## src/core/homing_pkg.sv

```systemverilog
// constants, field positions and state codes for the homing sequencer
package homing_pkg;

	// register byte offsets on the axi4-lite slave
	localparam logic [7:0] OFS_CTRL   = 8'h00;
	localparam logic [7:0] OFS_METHOD = 8'h04;
	localparam logic [7:0] OFS_SHIFT  = 8'h08;
	localparam logic [7:0] OFS_STATUS = 8'h0c;

	// control word fields
	localparam int unsigned CTRL_SOFTLIM_BIT = 0;
	localparam int unsigned CTRL_START_BIT   = 4;

	// status word fields
	localparam int unsigned STAT_ALARM_BIT  = 0;
	localparam int unsigned STAT_TARGET_BIT = 10;
	localparam int unsigned STAT_HOMED_BIT  = 12;
	localparam int unsigned STAT_STATE_LSB  = 16;

	// homing method codes, two's complement in eight bits
	localparam logic [7:0] METHOD_DOG_LASTZ     = 8'hf7;
	localparam logic [7:0] METHOD_DOG_FRONT     = 8'hf6;
	localparam logic [7:0] METHOD_DOGLESS_Z     = 8'hf5;
	localparam logic [7:0] METHOD_DOG_LASTZ_REV = 8'hd7;
	localparam logic [7:0] METHOD_DOG_FRONT_REV = 8'hd6;
	localparam logic [7:0] METHOD_DOGLESS_Z_REV = 8'hd5;

	// reset values
	localparam logic [7:0]  METHOD_RST = 8'hf7;
	localparam int unsigned SHIFT_W    = 24;
	localparam logic [23:0] SHIFT_RST  = 24'h000000;

	// axi response codes
	localparam logic [1:0] RESP_OKAY   = 2'h0;
	localparam logic [1:0] RESP_SLVERR = 2'h2;

	typedef enum logic [1:0] {
		KIND_LASTZ   = 2'h0,
		KIND_FRONT   = 2'h1,
		KIND_DOGLESS = 2'h2
	} homing_kind_e;

	typedef enum logic [3:0] {
		ST_IDLE     = 4'h0,
		ST_BACKOFF  = 4'h1,
		ST_BACKSTOP = 4'h2,
		ST_SEARCH   = 4'h3,
		ST_REVERSE  = 4'h4,
		ST_DECEL    = 4'h5,
		ST_ZWAIT    = 4'h6,
		ST_SHIFT    = 4'h7,
		ST_FINISH   = 4'h8,
		ST_DONE     = 4'h9,
		ST_FAULT    = 4'ha
	} homing_state_e;

endpackage

```

## src/core/homing_sequencer.sv

```systemverilog
// homing sequencer for dog and index-pulse reference methods, axi4-lite control
// Summary of operation
// - method -41 is -9 reversed
// - method -42 is -10 reversed
// - method -43 is -11 reversed
// - start on dog: back off, then search
// - dog methods reverse at stroke end
// - no stroke reversal with software limit
// - dogless stroke end stops with alarm
`timescale 1ns/1ns
module homing_sequencer (
	input  wire logic        I_CLK,
	input  wire logic        I_RESET_N,
	input  wire logic [7:0]  I_AWADDR,
	input  wire logic        I_AWVALID,
	output logic             O_AWREADY,
	input  wire logic [31:0] I_WDATA,
	input  wire logic [3:0]  I_WSTRB,
	input  wire logic        I_WVALID,
	output logic             O_WREADY,
	output logic [1:0]       O_BRESP,
	output logic             O_BVALID,
	input  wire logic        I_BREADY,
	input  wire logic [7:0]  I_ARADDR,
	input  wire logic        I_ARVALID,
	output logic             O_ARREADY,
	output logic [31:0]      O_RDATA,
	output logic [1:0]       O_RRESP,
	output logic             O_RVALID,
	input  wire logic        I_RREADY,
	input  wire logic        I_DOG,
	input  wire logic        I_STROKE_FWD,
	input  wire logic        I_STROKE_REV,
	input  wire logic        I_ZPHASE,
	input  wire logic        I_ENC_STEP,
	input  wire logic        I_AT_SPEED,
	input  wire logic        I_STOPPED,
	output logic             O_RUN,
	output logic             O_DIR_REV,
	output logic             O_CREEP,
	output logic             O_TARGET_REACHED,
	output logic             O_HOMED,
	output logic             O_HOMING_INCOMPLETE_ALARM
);

	logic        awready_reg, awready_next, wready_reg, wready_next;
	logic        bvalid_reg, bvalid_next, arready_reg, arready_next;
	logic        rvalid_reg, rvalid_next;
	logic [1:0]  bresp_reg, bresp_next, rresp_reg, rresp_next;
	logic [31:0] rdata_reg, rdata_next;
	logic        start_reg, start_next, softlim_reg, softlim_next, start_prev_reg;
	logic [7:0]  method_reg, method_next;
	logic [23:0] shift_reg, shift_next;
	logic        wr_fire, rd_fire, start_rise;

	homing_pkg::homing_state_e state_reg, state_next;
	homing_pkg::homing_kind_e  kind_reg, kind_next;
	logic rev_sel_reg, rev_sel_next, seen_dog_reg, seen_dog_next;
	logic run_reg, run_next, dir_reg, dir_next, creep_reg, creep_next;
	logic homed_reg, homed_next, target_reg, target_next, alarm_reg, alarm_next;
	logic stroke_hit, cnt_load, cnt_done, method_ok;

	assign wr_fire    = awready_reg & I_AWVALID & I_WVALID;
	assign rd_fire    = arready_reg & I_ARVALID;
	assign start_rise = start_reg & ~start_prev_reg;

	// bus channels: address and data are taken together, one answer outstanding
	always_comb begin
		awready_next = I_AWVALID & I_WVALID & ~awready_reg & ~bvalid_reg;
		wready_next  = I_AWVALID & I_WVALID & ~awready_reg & ~bvalid_reg;
		arready_next = I_ARVALID & ~arready_reg & ~rvalid_reg;
		bvalid_next  = bvalid_reg & ~I_BREADY;
		bresp_next   = bresp_reg;
		rvalid_next  = rvalid_reg & ~I_RREADY;
		rresp_next   = rresp_reg;
		rdata_next   = rdata_reg;
		if (wr_fire) begin
			bvalid_next = 1'b1;
			bresp_next  = (I_AWADDR == homing_pkg::OFS_CTRL || I_AWADDR == homing_pkg::OFS_METHOD
				|| I_AWADDR == homing_pkg::OFS_SHIFT) ? homing_pkg::RESP_OKAY
				: homing_pkg::RESP_SLVERR;
		end
		if (rd_fire) begin
			rvalid_next = 1'b1;
			rresp_next  = homing_pkg::RESP_OKAY;
			case (I_ARADDR)
				homing_pkg::OFS_CTRL: begin
					rdata_next = '0;
					rdata_next[homing_pkg::CTRL_START_BIT]   = start_reg;
					rdata_next[homing_pkg::CTRL_SOFTLIM_BIT] = softlim_reg;
				end
				homing_pkg::OFS_METHOD: rdata_next = {24'h000000, method_reg};
				homing_pkg::OFS_SHIFT:  rdata_next = {8'h00, shift_reg};
				homing_pkg::OFS_STATUS: begin
					rdata_next = '0;
					rdata_next[homing_pkg::STAT_ALARM_BIT]  = alarm_reg;
					rdata_next[homing_pkg::STAT_TARGET_BIT] = target_reg;
					rdata_next[homing_pkg::STAT_HOMED_BIT]  = homed_reg;
					rdata_next[homing_pkg::STAT_STATE_LSB+:4] = state_reg;
				end
				default: begin
					rdata_next = '0;
					rresp_next = homing_pkg::RESP_SLVERR;
				end
			endcase
		end
	end

	// register writes honour byte strobes; the status word is read only
	always_comb begin
		start_next   = start_reg;
		softlim_next = softlim_reg;
		method_next  = method_reg;
		shift_next   = shift_reg;
		if (wr_fire && I_WSTRB[0]) begin
			if (I_AWADDR == homing_pkg::OFS_CTRL) begin
				start_next   = I_WDATA[homing_pkg::CTRL_START_BIT];
				softlim_next = I_WDATA[homing_pkg::CTRL_SOFTLIM_BIT];
			end
			if (I_AWADDR == homing_pkg::OFS_METHOD)
				method_next = I_WDATA[7:0];
		end
		if (wr_fire && I_AWADDR == homing_pkg::OFS_SHIFT) begin
			for (int b = 0; b < 3; b++) begin
				if (I_WSTRB[b])
					shift_next[8*b+:8] = I_WDATA[8*b+:8];
			end
		end
	end

	// bus and register state
	always_ff @(posedge I_CLK or negedge I_RESET_N) begin
		if (!I_RESET_N) begin
			awready_reg    <= 1'b0;
			wready_reg     <= 1'b0;
			arready_reg    <= 1'b0;
			bvalid_reg     <= 1'b0;
			rvalid_reg     <= 1'b0;
			bresp_reg      <= homing_pkg::RESP_OKAY;
			rresp_reg      <= homing_pkg::RESP_OKAY;
			rdata_reg      <= '0;
			start_reg      <= 1'b0;
			start_prev_reg <= 1'b0;
			softlim_reg    <= 1'b0;
			method_reg     <= homing_pkg::METHOD_RST;
			shift_reg      <= homing_pkg::SHIFT_RST;
		end else begin
			awready_reg    <= awready_next;
			wready_reg     <= wready_next;
			arready_reg    <= arready_next;
			bvalid_reg     <= bvalid_next;
			rvalid_reg     <= rvalid_next;
			bresp_reg      <= bresp_next;
			rresp_reg      <= rresp_next;
			rdata_reg      <= rdata_next;
			start_reg      <= start_next;
			start_prev_reg <= start_reg;
			softlim_reg    <= softlim_next;
			method_reg     <= method_next;
			shift_reg      <= shift_next;
		end
	end

	// stroke end in the direction of travel only; the far one is harmless
	assign stroke_hit = run_reg & (dir_reg ? I_STROKE_REV : I_STROKE_FWD);
	assign method_ok  = (method_reg == homing_pkg::METHOD_DOG_LASTZ)
		|| (method_reg == homing_pkg::METHOD_DOG_FRONT)
		|| (method_reg == homing_pkg::METHOD_DOGLESS_Z)
		|| (method_reg == homing_pkg::METHOD_DOG_LASTZ_REV)
		|| (method_reg == homing_pkg::METHOD_DOG_FRONT_REV)
		|| (method_reg == homing_pkg::METHOD_DOGLESS_Z_REV);

	// homing sequence; outputs are computed from the next state so they align
	always_comb begin
		state_next    = state_reg;
		kind_next     = kind_reg;
		rev_sel_next  = rev_sel_reg;
		seen_dog_next = seen_dog_reg;
		run_next      = run_reg;
		dir_next      = dir_reg;
		creep_next    = creep_reg;
		homed_next    = homed_reg;
		target_next   = target_reg;
		alarm_next    = alarm_reg;
		cnt_load      = 1'b0;
		case (state_reg)
			homing_pkg::ST_IDLE, homing_pkg::ST_DONE, homing_pkg::ST_FAULT: begin
				if (start_rise) begin
					homed_next  = 1'b0;
					target_next = 1'b0;
					alarm_next  = ~method_ok;
					creep_next  = 1'b0;
					// reversed variants share the sequence of their base method
					rev_sel_next = (method_reg[5] == 1'b0);
					case (method_reg[1:0])
						2'h3:    kind_next = homing_pkg::KIND_LASTZ;
						2'h2:    kind_next = homing_pkg::KIND_FRONT;
						default: kind_next = homing_pkg::KIND_DOGLESS;
					endcase
					if (!method_ok) begin
						state_next = homing_pkg::ST_FAULT;
					end else if (I_DOG && method_reg[1]) begin
						state_next = homing_pkg::ST_BACKOFF;
						run_next   = 1'b1;
						dir_next   = method_reg[5];
					end else begin
						state_next = homing_pkg::ST_SEARCH;
						run_next   = 1'b1;
						dir_next   = ~method_reg[5];
					end
				end
			end
			homing_pkg::ST_BACKOFF: begin
				if (stroke_hit) begin
					state_next = homing_pkg::ST_FAULT;
					run_next   = 1'b0;
					alarm_next = 1'b1;
				end else if (!I_DOG) begin
					state_next = homing_pkg::ST_BACKSTOP;
					run_next   = 1'b0;
				end
			end
			homing_pkg::ST_BACKSTOP: begin
				if (I_STOPPED) begin
					state_next = homing_pkg::ST_SEARCH;
					run_next   = 1'b1;
					dir_next   = rev_sel_reg;
				end
			end
			homing_pkg::ST_SEARCH: begin
				if (stroke_hit) begin
					if (kind_reg == homing_pkg::KIND_DOGLESS || softlim_reg) begin
						state_next = homing_pkg::ST_FAULT;
						run_next   = 1'b0;
						alarm_next = 1'b1;
					end else begin
						state_next    = homing_pkg::ST_REVERSE;
						dir_next      = ~dir_reg;
						seen_dog_next = 1'b0;
					end
				end else if (kind_reg == homing_pkg::KIND_DOGLESS ? I_ZPHASE : I_DOG) begin
					state_next = homing_pkg::ST_DECEL;
					creep_next = 1'b1;
				end
			end
			homing_pkg::ST_REVERSE: begin
				if (I_DOG)
					seen_dog_next = 1'b1;
				if (stroke_hit) begin
					state_next = homing_pkg::ST_FAULT;
					run_next   = 1'b0;
					alarm_next = 1'b1;
				end else if (seen_dog_reg && !I_DOG) begin
					state_next = homing_pkg::ST_BACKSTOP;
					run_next   = 1'b0;
				end
			end
			homing_pkg::ST_DECEL: begin
				if (kind_reg == homing_pkg::KIND_LASTZ && !I_DOG && !I_AT_SPEED) begin
					state_next = homing_pkg::ST_FAULT;
					run_next   = 1'b0;
					alarm_next = 1'b1;
				end else if (I_AT_SPEED) begin
					if (kind_reg == homing_pkg::KIND_LASTZ) begin
						state_next = homing_pkg::ST_ZWAIT;
					end else begin
						state_next = homing_pkg::ST_SHIFT;
						cnt_load   = 1'b1;
					end
				end
			end
			homing_pkg::ST_ZWAIT: begin
				if (I_ZPHASE) begin
					state_next = homing_pkg::ST_SHIFT;
					cnt_load   = 1'b1;
				end
			end
			homing_pkg::ST_SHIFT: begin
				if (cnt_done) begin
					state_next = homing_pkg::ST_FINISH;
					run_next   = 1'b0;
				end
			end
			homing_pkg::ST_FINISH: begin
				if (I_STOPPED) begin
					state_next  = homing_pkg::ST_DONE;
					homed_next  = 1'b1;
					target_next = 1'b1;
				end
			end
			default: begin
				state_next = homing_pkg::ST_IDLE;
				run_next   = 1'b0;
			end
		endcase
		// dropping the start bit mid-sequence stops the motor; home stays unset except in ST_FINISH when I_STOPPED comes in the same cycle
		if (!start_reg && state_reg != homing_pkg::ST_IDLE && state_reg != homing_pkg::ST_DONE
			&& state_reg != homing_pkg::ST_FAULT) begin
			state_next = homing_pkg::ST_IDLE;
			run_next   = 1'b0;
			cnt_load   = 1'b0;
		end
	end

	// sequencer state
	always_ff @(posedge I_CLK or negedge I_RESET_N) begin
		if (!I_RESET_N) begin
			state_reg    <= homing_pkg::ST_IDLE;
			kind_reg     <= homing_pkg::KIND_LASTZ;
			rev_sel_reg  <= 1'b0;
			seen_dog_reg <= 1'b0;
			run_reg      <= 1'b0;
			dir_reg      <= 1'b0;
			creep_reg    <= 1'b0;
			homed_reg    <= 1'b0;
			target_reg   <= 1'b0;
			alarm_reg    <= 1'b0;
		end else begin
			state_reg    <= state_next;
			kind_reg     <= kind_next;
			rev_sel_reg  <= rev_sel_next;
			seen_dog_reg <= seen_dog_next;
			run_reg      <= run_next;
			dir_reg      <= dir_next;
			creep_reg    <= creep_next;
			homed_reg    <= homed_next;
			target_reg   <= target_next;
			alarm_reg    <= alarm_next;
		end
	end

	// shift distance is counted in encoder steps while creeping
	shift_counter u_shift_counter (
		.i_clk        (I_CLK),
		.i_reset_n    (I_RESET_N),
		.i_load       (cnt_load),
		.i_load_value (shift_reg),
		.i_step       (I_ENC_STEP && state_reg == homing_pkg::ST_SHIFT),
		.o_done       (cnt_done)
	);

	// every port below is a flip-flop output
	assign O_AWREADY                 = awready_reg;
	assign O_WREADY                  = wready_reg;
	assign O_BVALID                  = bvalid_reg;
	assign O_BRESP                   = bresp_reg;
	assign O_ARREADY                 = arready_reg;
	assign O_RVALID                  = rvalid_reg;
	assign O_RRESP                   = rresp_reg;
	assign O_RDATA                   = rdata_reg;
	assign O_RUN                     = run_reg;
	assign O_DIR_REV                 = dir_reg;
	assign O_CREEP                   = creep_reg;
	assign O_TARGET_REACHED          = target_reg;
	assign O_HOMED                   = homed_reg;
	assign O_HOMING_INCOMPLETE_ALARM = alarm_reg;
endmodule // homing_sequencer

```

## src/core/shift_counter.sv

```systemverilog
// down-counter for the home position shift distance in encoder steps
`timescale 1ns/1ns
module shift_counter (
	input  wire logic                         i_clk,
	input  wire logic                         i_reset_n,
	input  wire logic                         i_load,
	input  wire logic [homing_pkg::SHIFT_W-1:0] i_load_value,
	input  wire logic                         i_step,
	output logic                              o_done
);

	logic [homing_pkg::SHIFT_W-1:0] count_reg;
	logic [homing_pkg::SHIFT_W-1:0] count_next;
	logic                           done_reg;
	logic                           done_next;

	// load wins over a step in the same cycle; done is registered
	always_comb begin
		count_next = count_reg;
		done_next  = done_reg;
		if (i_load) begin
			count_next = i_load_value;
			done_next  = (i_load_value == '0);
		end else if (i_step && !done_reg) begin
			count_next = count_reg - 1'b1;
			done_next  = (count_reg == {{(homing_pkg::SHIFT_W-1){1'b0}}, 1'b1});
		end
	end

	// count state
	always_ff @(posedge i_clk or negedge i_reset_n) begin
		if (!i_reset_n) begin
			count_reg <= '0;
			done_reg  <= 1'b0;
		end else begin
			count_reg <= count_next;
			done_reg  <= done_next;
		end
	end

	assign o_done = done_reg;

endmodule // shift_counter

```

## config.mk

```make
export PLATFORM = sky130hd
export DESIGN_NAME = homing_sequencer
export DESIGN_NICKNAME = d
export VERILOG_FILES = /design/src/core/homing_pkg.sv /design/src/core/homing_sequencer.sv /design/src/core/shift_counter.sv
export SDC_FILE = /design/constraint.sdc
export NUM_CORES = 1
export LEC_CHECK = 0
export BUFFER_PORTS_ARGS = -buffer_cell sky130_fd_sc_hd__buf_2
export CAP_MARGIN = 20
export CELL_PAD_IN_SITES_DETAIL_PLACEMENT = 1
export CELL_PAD_IN_SITES_GLOBAL_PLACEMENT = 1
export CORE_MARGIN = 4
export CORE_UTILIZATION = 44
export CTS_BUF_LIST = sky130_fd_sc_hd__clkbuf_4 sky130_fd_sc_hd__clkbuf_8
export DETAILED_ROUTE_END_ITERATION = 8
export GPL_TIMING_DRIVEN = 0
export HOLD_SLACK_MARGIN = 0.06
export PLACE_DENSITY = 0.95
export SETUP_SLACK_MARGIN = 0.05
export SLEW_MARGIN = 20
export SYNTH_ARGS = -nofsm -noshare
export SYNTH_HDL_FRONTEND = slang
export SYNTH_HIERARCHICAL = 1
export SYNTH_SLANG_ARGS = --single-unit
```

## constraint.sdc

```tcl
create_clock -name I_CLK -period 2.9 [get_ports I_CLK]
set_clock_uncertainty 0.2 [all_clocks]
set_input_delay 0.435 -clock I_CLK [delete_from_list [all_inputs] [get_ports I_CLK]]
set_output_delay 0.435 -clock I_CLK [all_outputs]
set_load 0.01 [all_outputs]
```

Yosys cells after proc, flatten, opt, wreduce, memory -nomap -nowiden
Index checks and enable logic that the tools add are counted.
W data, S select, Z words.
Word-level totals
  input bits: 66
  word-level logic and storage cells: 225
  bits in registers: 113
  output and inout bits: 47
Operators by class
  reductions and logical operators: 52
  mux-type cells: 72
  bitwise gates (word level): 22
  equal/unequal tests: 53
  add/sub/neg operators: 1
Operators with widths (count)
  $pmux W24 S4: 1
  $mux W4: 16
  $eq A8 B8 Y1 const B: 6
  $mux W24: 2
  $mux W1: 41
  $pmux W4 S9: 1
  $eq A24 B1 Y1 const B: 1
  $eq A8 B4 Y1 const B: 3
  $logic_not A24 Y1: 1
  $ne A3 B3 Y1 const B: 8
  $ne A4 B4 Y1 const B: 6
  $sub A24 B1 Y24 const B: 1
  $ne A2 B2 Y1 const B: 11
  $eq A4 B3 Y1 const B: 4
  $eq A8 B3 Y1 const B: 2
  $logic_not A8 Y1: 2
  $and A1 B1 Y1: 12
  $eq A4 B4 Y1 const B: 3
  $reduce_and A2 Y1: 6
  $reduce_and A6 Y1: 2
  $logic_and A1 B1 Y1: 11
  $not A1 Y1: 10
  $reduce_and A10 Y1: 1
  $reduce_and A9 Y1: 1
  23 further kinds: 48

Logic depth before layout (Yosys ltp)
  depth after elaboration: 10
  gate-level depth with buffers: 11
  depth with buffers taken out: 8

Hierarchy
The synthesis kept the hierarchy.
By module, submodules not included
  homing_sequencer: cells each 356, seq. area each 1960.6 µm², area each 3839.9 µm², instances 1
  shift_counter: cells each 168, seq. area each 625.6 µm², area each 1511.4 µm², instances 1

Worst setup path after synthesis
No wires, ideal clock.
  path type: flip-flop to flip-flop
  start: register state_reg[1]
  end: register u_shift_counter/count_reg[13] (netlist bit)
  path slack: 0.257 ns
  data arrival time: 2.361 ns
  clock period less this slack: 2.643 ns
  buffers on the path: 2
  cell stages (with the launch flop): 9
  setup time: 0.082 ns
  path through: dfrtp_1 > buf_2 > buf_1 > nand2_1 > nor3_1 > nor4b_2 > nand4_2 > or4_1 > a31oi_1
Between the ends
  longest elaborated chain between the ends: 6
  elaborated cells on any way between the ends: 15
  classes of those cells: eq/ne (5); mux (3); reduce/logical (7)
RTL lines
  from (decl): RTL line homing_sequencer.sv:56  | homing_pkg::homing_state_e state_reg, state_next;
  from (signal assigned): RTL line homing_sequencer.sv:308  | state_reg <= homing_pkg::ST_IDLE;
  from (signal assigned): RTL line homing_sequencer.sv:319  | state_reg <= state_next;
  branches (longest 6 deep; another with $mux W24)
  to (signal assigned): RTL line shift_counter.sv:36  | count_reg <= count_next;
  to (decl): RTL line shift_counter.sv:12  | logic [homing_pkg::SHIFT_W-1:0] count_reg;
Parallel ways; which one is timed is not known.
A chain may end at the register's enable or synchronous reset.

Final worst setup path
Same ends and word-level chain as after synthesis.

==> results_dict.tcl <==
set metrics [dict create \
    irDropWorstVdd_uv 410 \
    status "complete, no violations" \
    cts_root_buf "clkbuf_8" \
    seq_power_share 0.451 \
    synthMuxAreaShare 0.0996 \
    start_util 0.447 \
    overflow 0 \
    crit_type "reg -> reg" \
    critPathSlowestCell "dfrtp_1" \
    finalCritPeriodShare 0.940 \
    clkPwrFrac 0.268 \
    min_period_ns 2.73 \
    drv_slew 0 \
    routed_wirelength_um 18100 \
    antenna_found_initial 0 \
    die_h_um 118 \
    grt_pass1_vias 5341 \
    fmax_mhz 367 \
    r2r-start "state_reg[1]$_DFFE_PN0P_" \
    synth-seq-area-share 0.483 \
    drt_iter0_drc 322 \
    tns_ns 0 \
    cts_tree "yes" \
    power_frac_comb 0.281 \
    synth.avg_cell_area_um2 10.2 \
    synth_compound_area_frac 0.154 \
    ys.flop_type "dfrtp_1" \
    rr_endpoint "u_shift_counter/count_reg[13]$_DFFE_PN0P_" \
    synthToLayoutAreaGrowth_pct 19.3 \
    r2r_cells 7 \
    finalHoldViolCount 0 \
    synth_edf_count 0 \
    drcViolationCount 0 \
    maxCapViolCount 0 \
    dp_hpwl_um 13100 \
    nNetsFinal 712 \
    synth_fa_ha_area_frac 0.00655 \
    clk_pin_slew_ns 0.10 \
    drive_gt1_frac 0.304 \
    hold_class "in -> reg" \
    coreArea_um2 12000 \
    synth_cells 524 \
    h-tree-depth 3 \
    multi_input_area_um2 2620 \
    grt_max_degree 58 \
    ff2ff_setup_slack_ns 0.17 \
    cts.sink_count 103 \
    worst_setup_path_start_kind "register" \
    post_drt_wl_per_cell_um 22.7 \
    yosys.area.top_type "dfrtp_1" \
    async_reset_ff_frac 1.00 \
    numCtsBuffers 9 \
    n_antenna_cell 0 \
    setup_viol 0 \
    slew_headroom 0.476 \
    path_cells "buf_6, nand2_1, nor3_4, nor4b_4, nand4_4, or4_1, a31oi_1" \
    fillers 1346 \
    required_ns 3.00 \
    cp-end-kind "register" \
    p_leak_uw 0.00302 \
    grt_use_total 0.261 \
    yosys_warnings 6 \
    synth_top_family_by_area "simple AND/OR/NAND/NOR gates" \
    synth.top_cell.area_share 0.449 \
    synth.area.top_cells "dfrtp_1 45%, mux2_2 6.3%, o21ai_0 4.0%" \
    rows 40 \
    p_sw_uw 1230 \
    worstMarginPinSlew_ns 0.786 \
    first_pass_iters 5 \
    hp-start "I_AWVALID" \
    yosys_register_bits 103 \
    viasPerCell 6.11 \
    cellPowerDensity_nw_per_um2 549 \
    final_cell_mix "95 x dfrtp_1, 93 x buf_2, 51 x nand2_1" \
    critical_path_arrival_ns 2.83 \
    p_sw_frac 0.350 \
    worstHoldPathCells 3 \
    dieArea_um2 14000 \
    min_to "O_WREADY$_DFF_PN0_" \
    hold_ws_ns 0.0702 \
    worst_path_largest_cell_delay_ns 0.50 \
    io_buffers 93 \
    grt_pass1_wl_um 29200 \
    synth-xor-area-share 0.0213 \
    place.gp.congestion 0.913 \
    layout.cells.most_common "dfrtp_1" \
    antenna_left 0 \
    cell_internal_pwr_uw 2280 \
    via_count 4860 \
    synth.cell_area_um2 5350 \
    clk-insertion-delay-late_ns 0.39 \
    cp_max_fo 19 \
    rsz0062_at_grt "no" \
    ios 113 \
    seqCellArea_um2 2590 \
    synth-simple-area-share 0.194 \
    clockBufferDepth 2 \
    ys_types 69 \
    die-width_um 118 \
]
## power groups by stage
stage	clock network (uW)	registers [uW]	logic, uW
4_1_cts	942	1580	957
3_5_place_dp	0	1600	945
2_1_floorplan	0	1590	634
6_report	939	1580	986
3_3_place_gp	0	1600	915
5_1_grt	1000	1590	1080
## synthesized netlist by cell type, drive strengths merged (8+ instances only)
cell    instances
a21oi          13
a22oi           8
mux2           37
nor3           14
inv            10
o31ai          12
a31oi          15
mux2i           9
dfrtp          96
xnor2          10
a22o           16
o21ai          45
nor4           14
clkbuf         15
nand3           8
nand2          54
or3            15
nor2b          11
buf            18
nor2           36
## worst max path at each step
| stage | from | to | cells past startpoint |
|---|---|---|---|
| 2_1_floorplan | state_reg[1]$_DFFE_PN0P_ | u_shift_counter/count_reg[13]$_DFFE_PN0P_ | 8 |
| 3_3_place_gp | state_reg[1]$_DFFE_PN0P_ | u_shift_counter/count_reg[19]$_DFFE_PN0P_ | 8 |
| 3_5_place_dp | state_reg[0]$_DFFE_PN0P_ | u_shift_counter/count_reg[15]$_DFFE_PN0P_ | 11 |
| 4_1_cts | state_reg[3]$_DFFE_PN0P_ | u_shift_counter/count_reg[13]$_DFFE_PN0P_ | 7 |
| 5_1_grt | state_reg[0]$_DFFE_PN0P_ | u_shift_counter/count_reg[23]$_DFFE_PN0P_ | 11 |
| 6_report | state_reg[1]$_DFFE_PN0P_ | u_shift_counter/count_reg[13]$_DFFE_PN0P_ | 7 |
## layer usage
layer	up-vias	share of wire	global-route usage	wire length [um]
met2	197	0.51	0.455	9290
met1	2478	0.40	0.317	7150
met3	53	0.058	0.0483	1040
met4	0	0.031	0.111	568
li1	2132	-	-	-
met5	-	0	0	0
## cells by family (layout without fill, tap and decap cells)
kind of cell,Yosys count,after routing
xor gates and xnor gates,13,13
AOI/OAI and AO/OA,125,125
buffers and inverters,43,159
other,1,10
muxes,47,47
DFF,103,103
adders and majority gates,3,3
and+or+nand+nor,189,189
## worst max-delay path, delay by kind of cell (launching register included)
family	cells	cell delay, ns
flops	1	0.50
compound gates	1	0.22
simple gates	5	1.50
buf+inv	1	0.23
## what timing repair did
action,in CTS,in global routing
endpoints found under the setup margin,25,25
pin swaps,1,1
hold buffers,5,1
buffers inserted,0,1
gates resized for setup,8,13
hold endpoints to repair,50,1
## through the flow
step	util	power (uW)	worst slack [ns]	std cells	instance area [um^2]
floorplan	-	2220	0.257	533	5390
global placement	0.504	2510	-0.351	773	6030
detailed placement	0.507	2550	-0.458	774	6070
CTS	0.530	3480	0.0668	794	6340
global route	0.534	3680	0.0209	796	6380
finish	0.534	3510	0.174	796	6380
## final cells by class
cell class	count	share of cell area
Sequential cell	103	0.405
Multi-Input combinational cell	387	0.410
Clock inverter	5	0.00745
Timing Repair Buffer	101	0.0888
Clock buffer	11	0.0237
Tap cell	147	0.0288
Inverter	10	0.00588
Buffer	32	0.0304
Power figures use the tool's default switching activity.
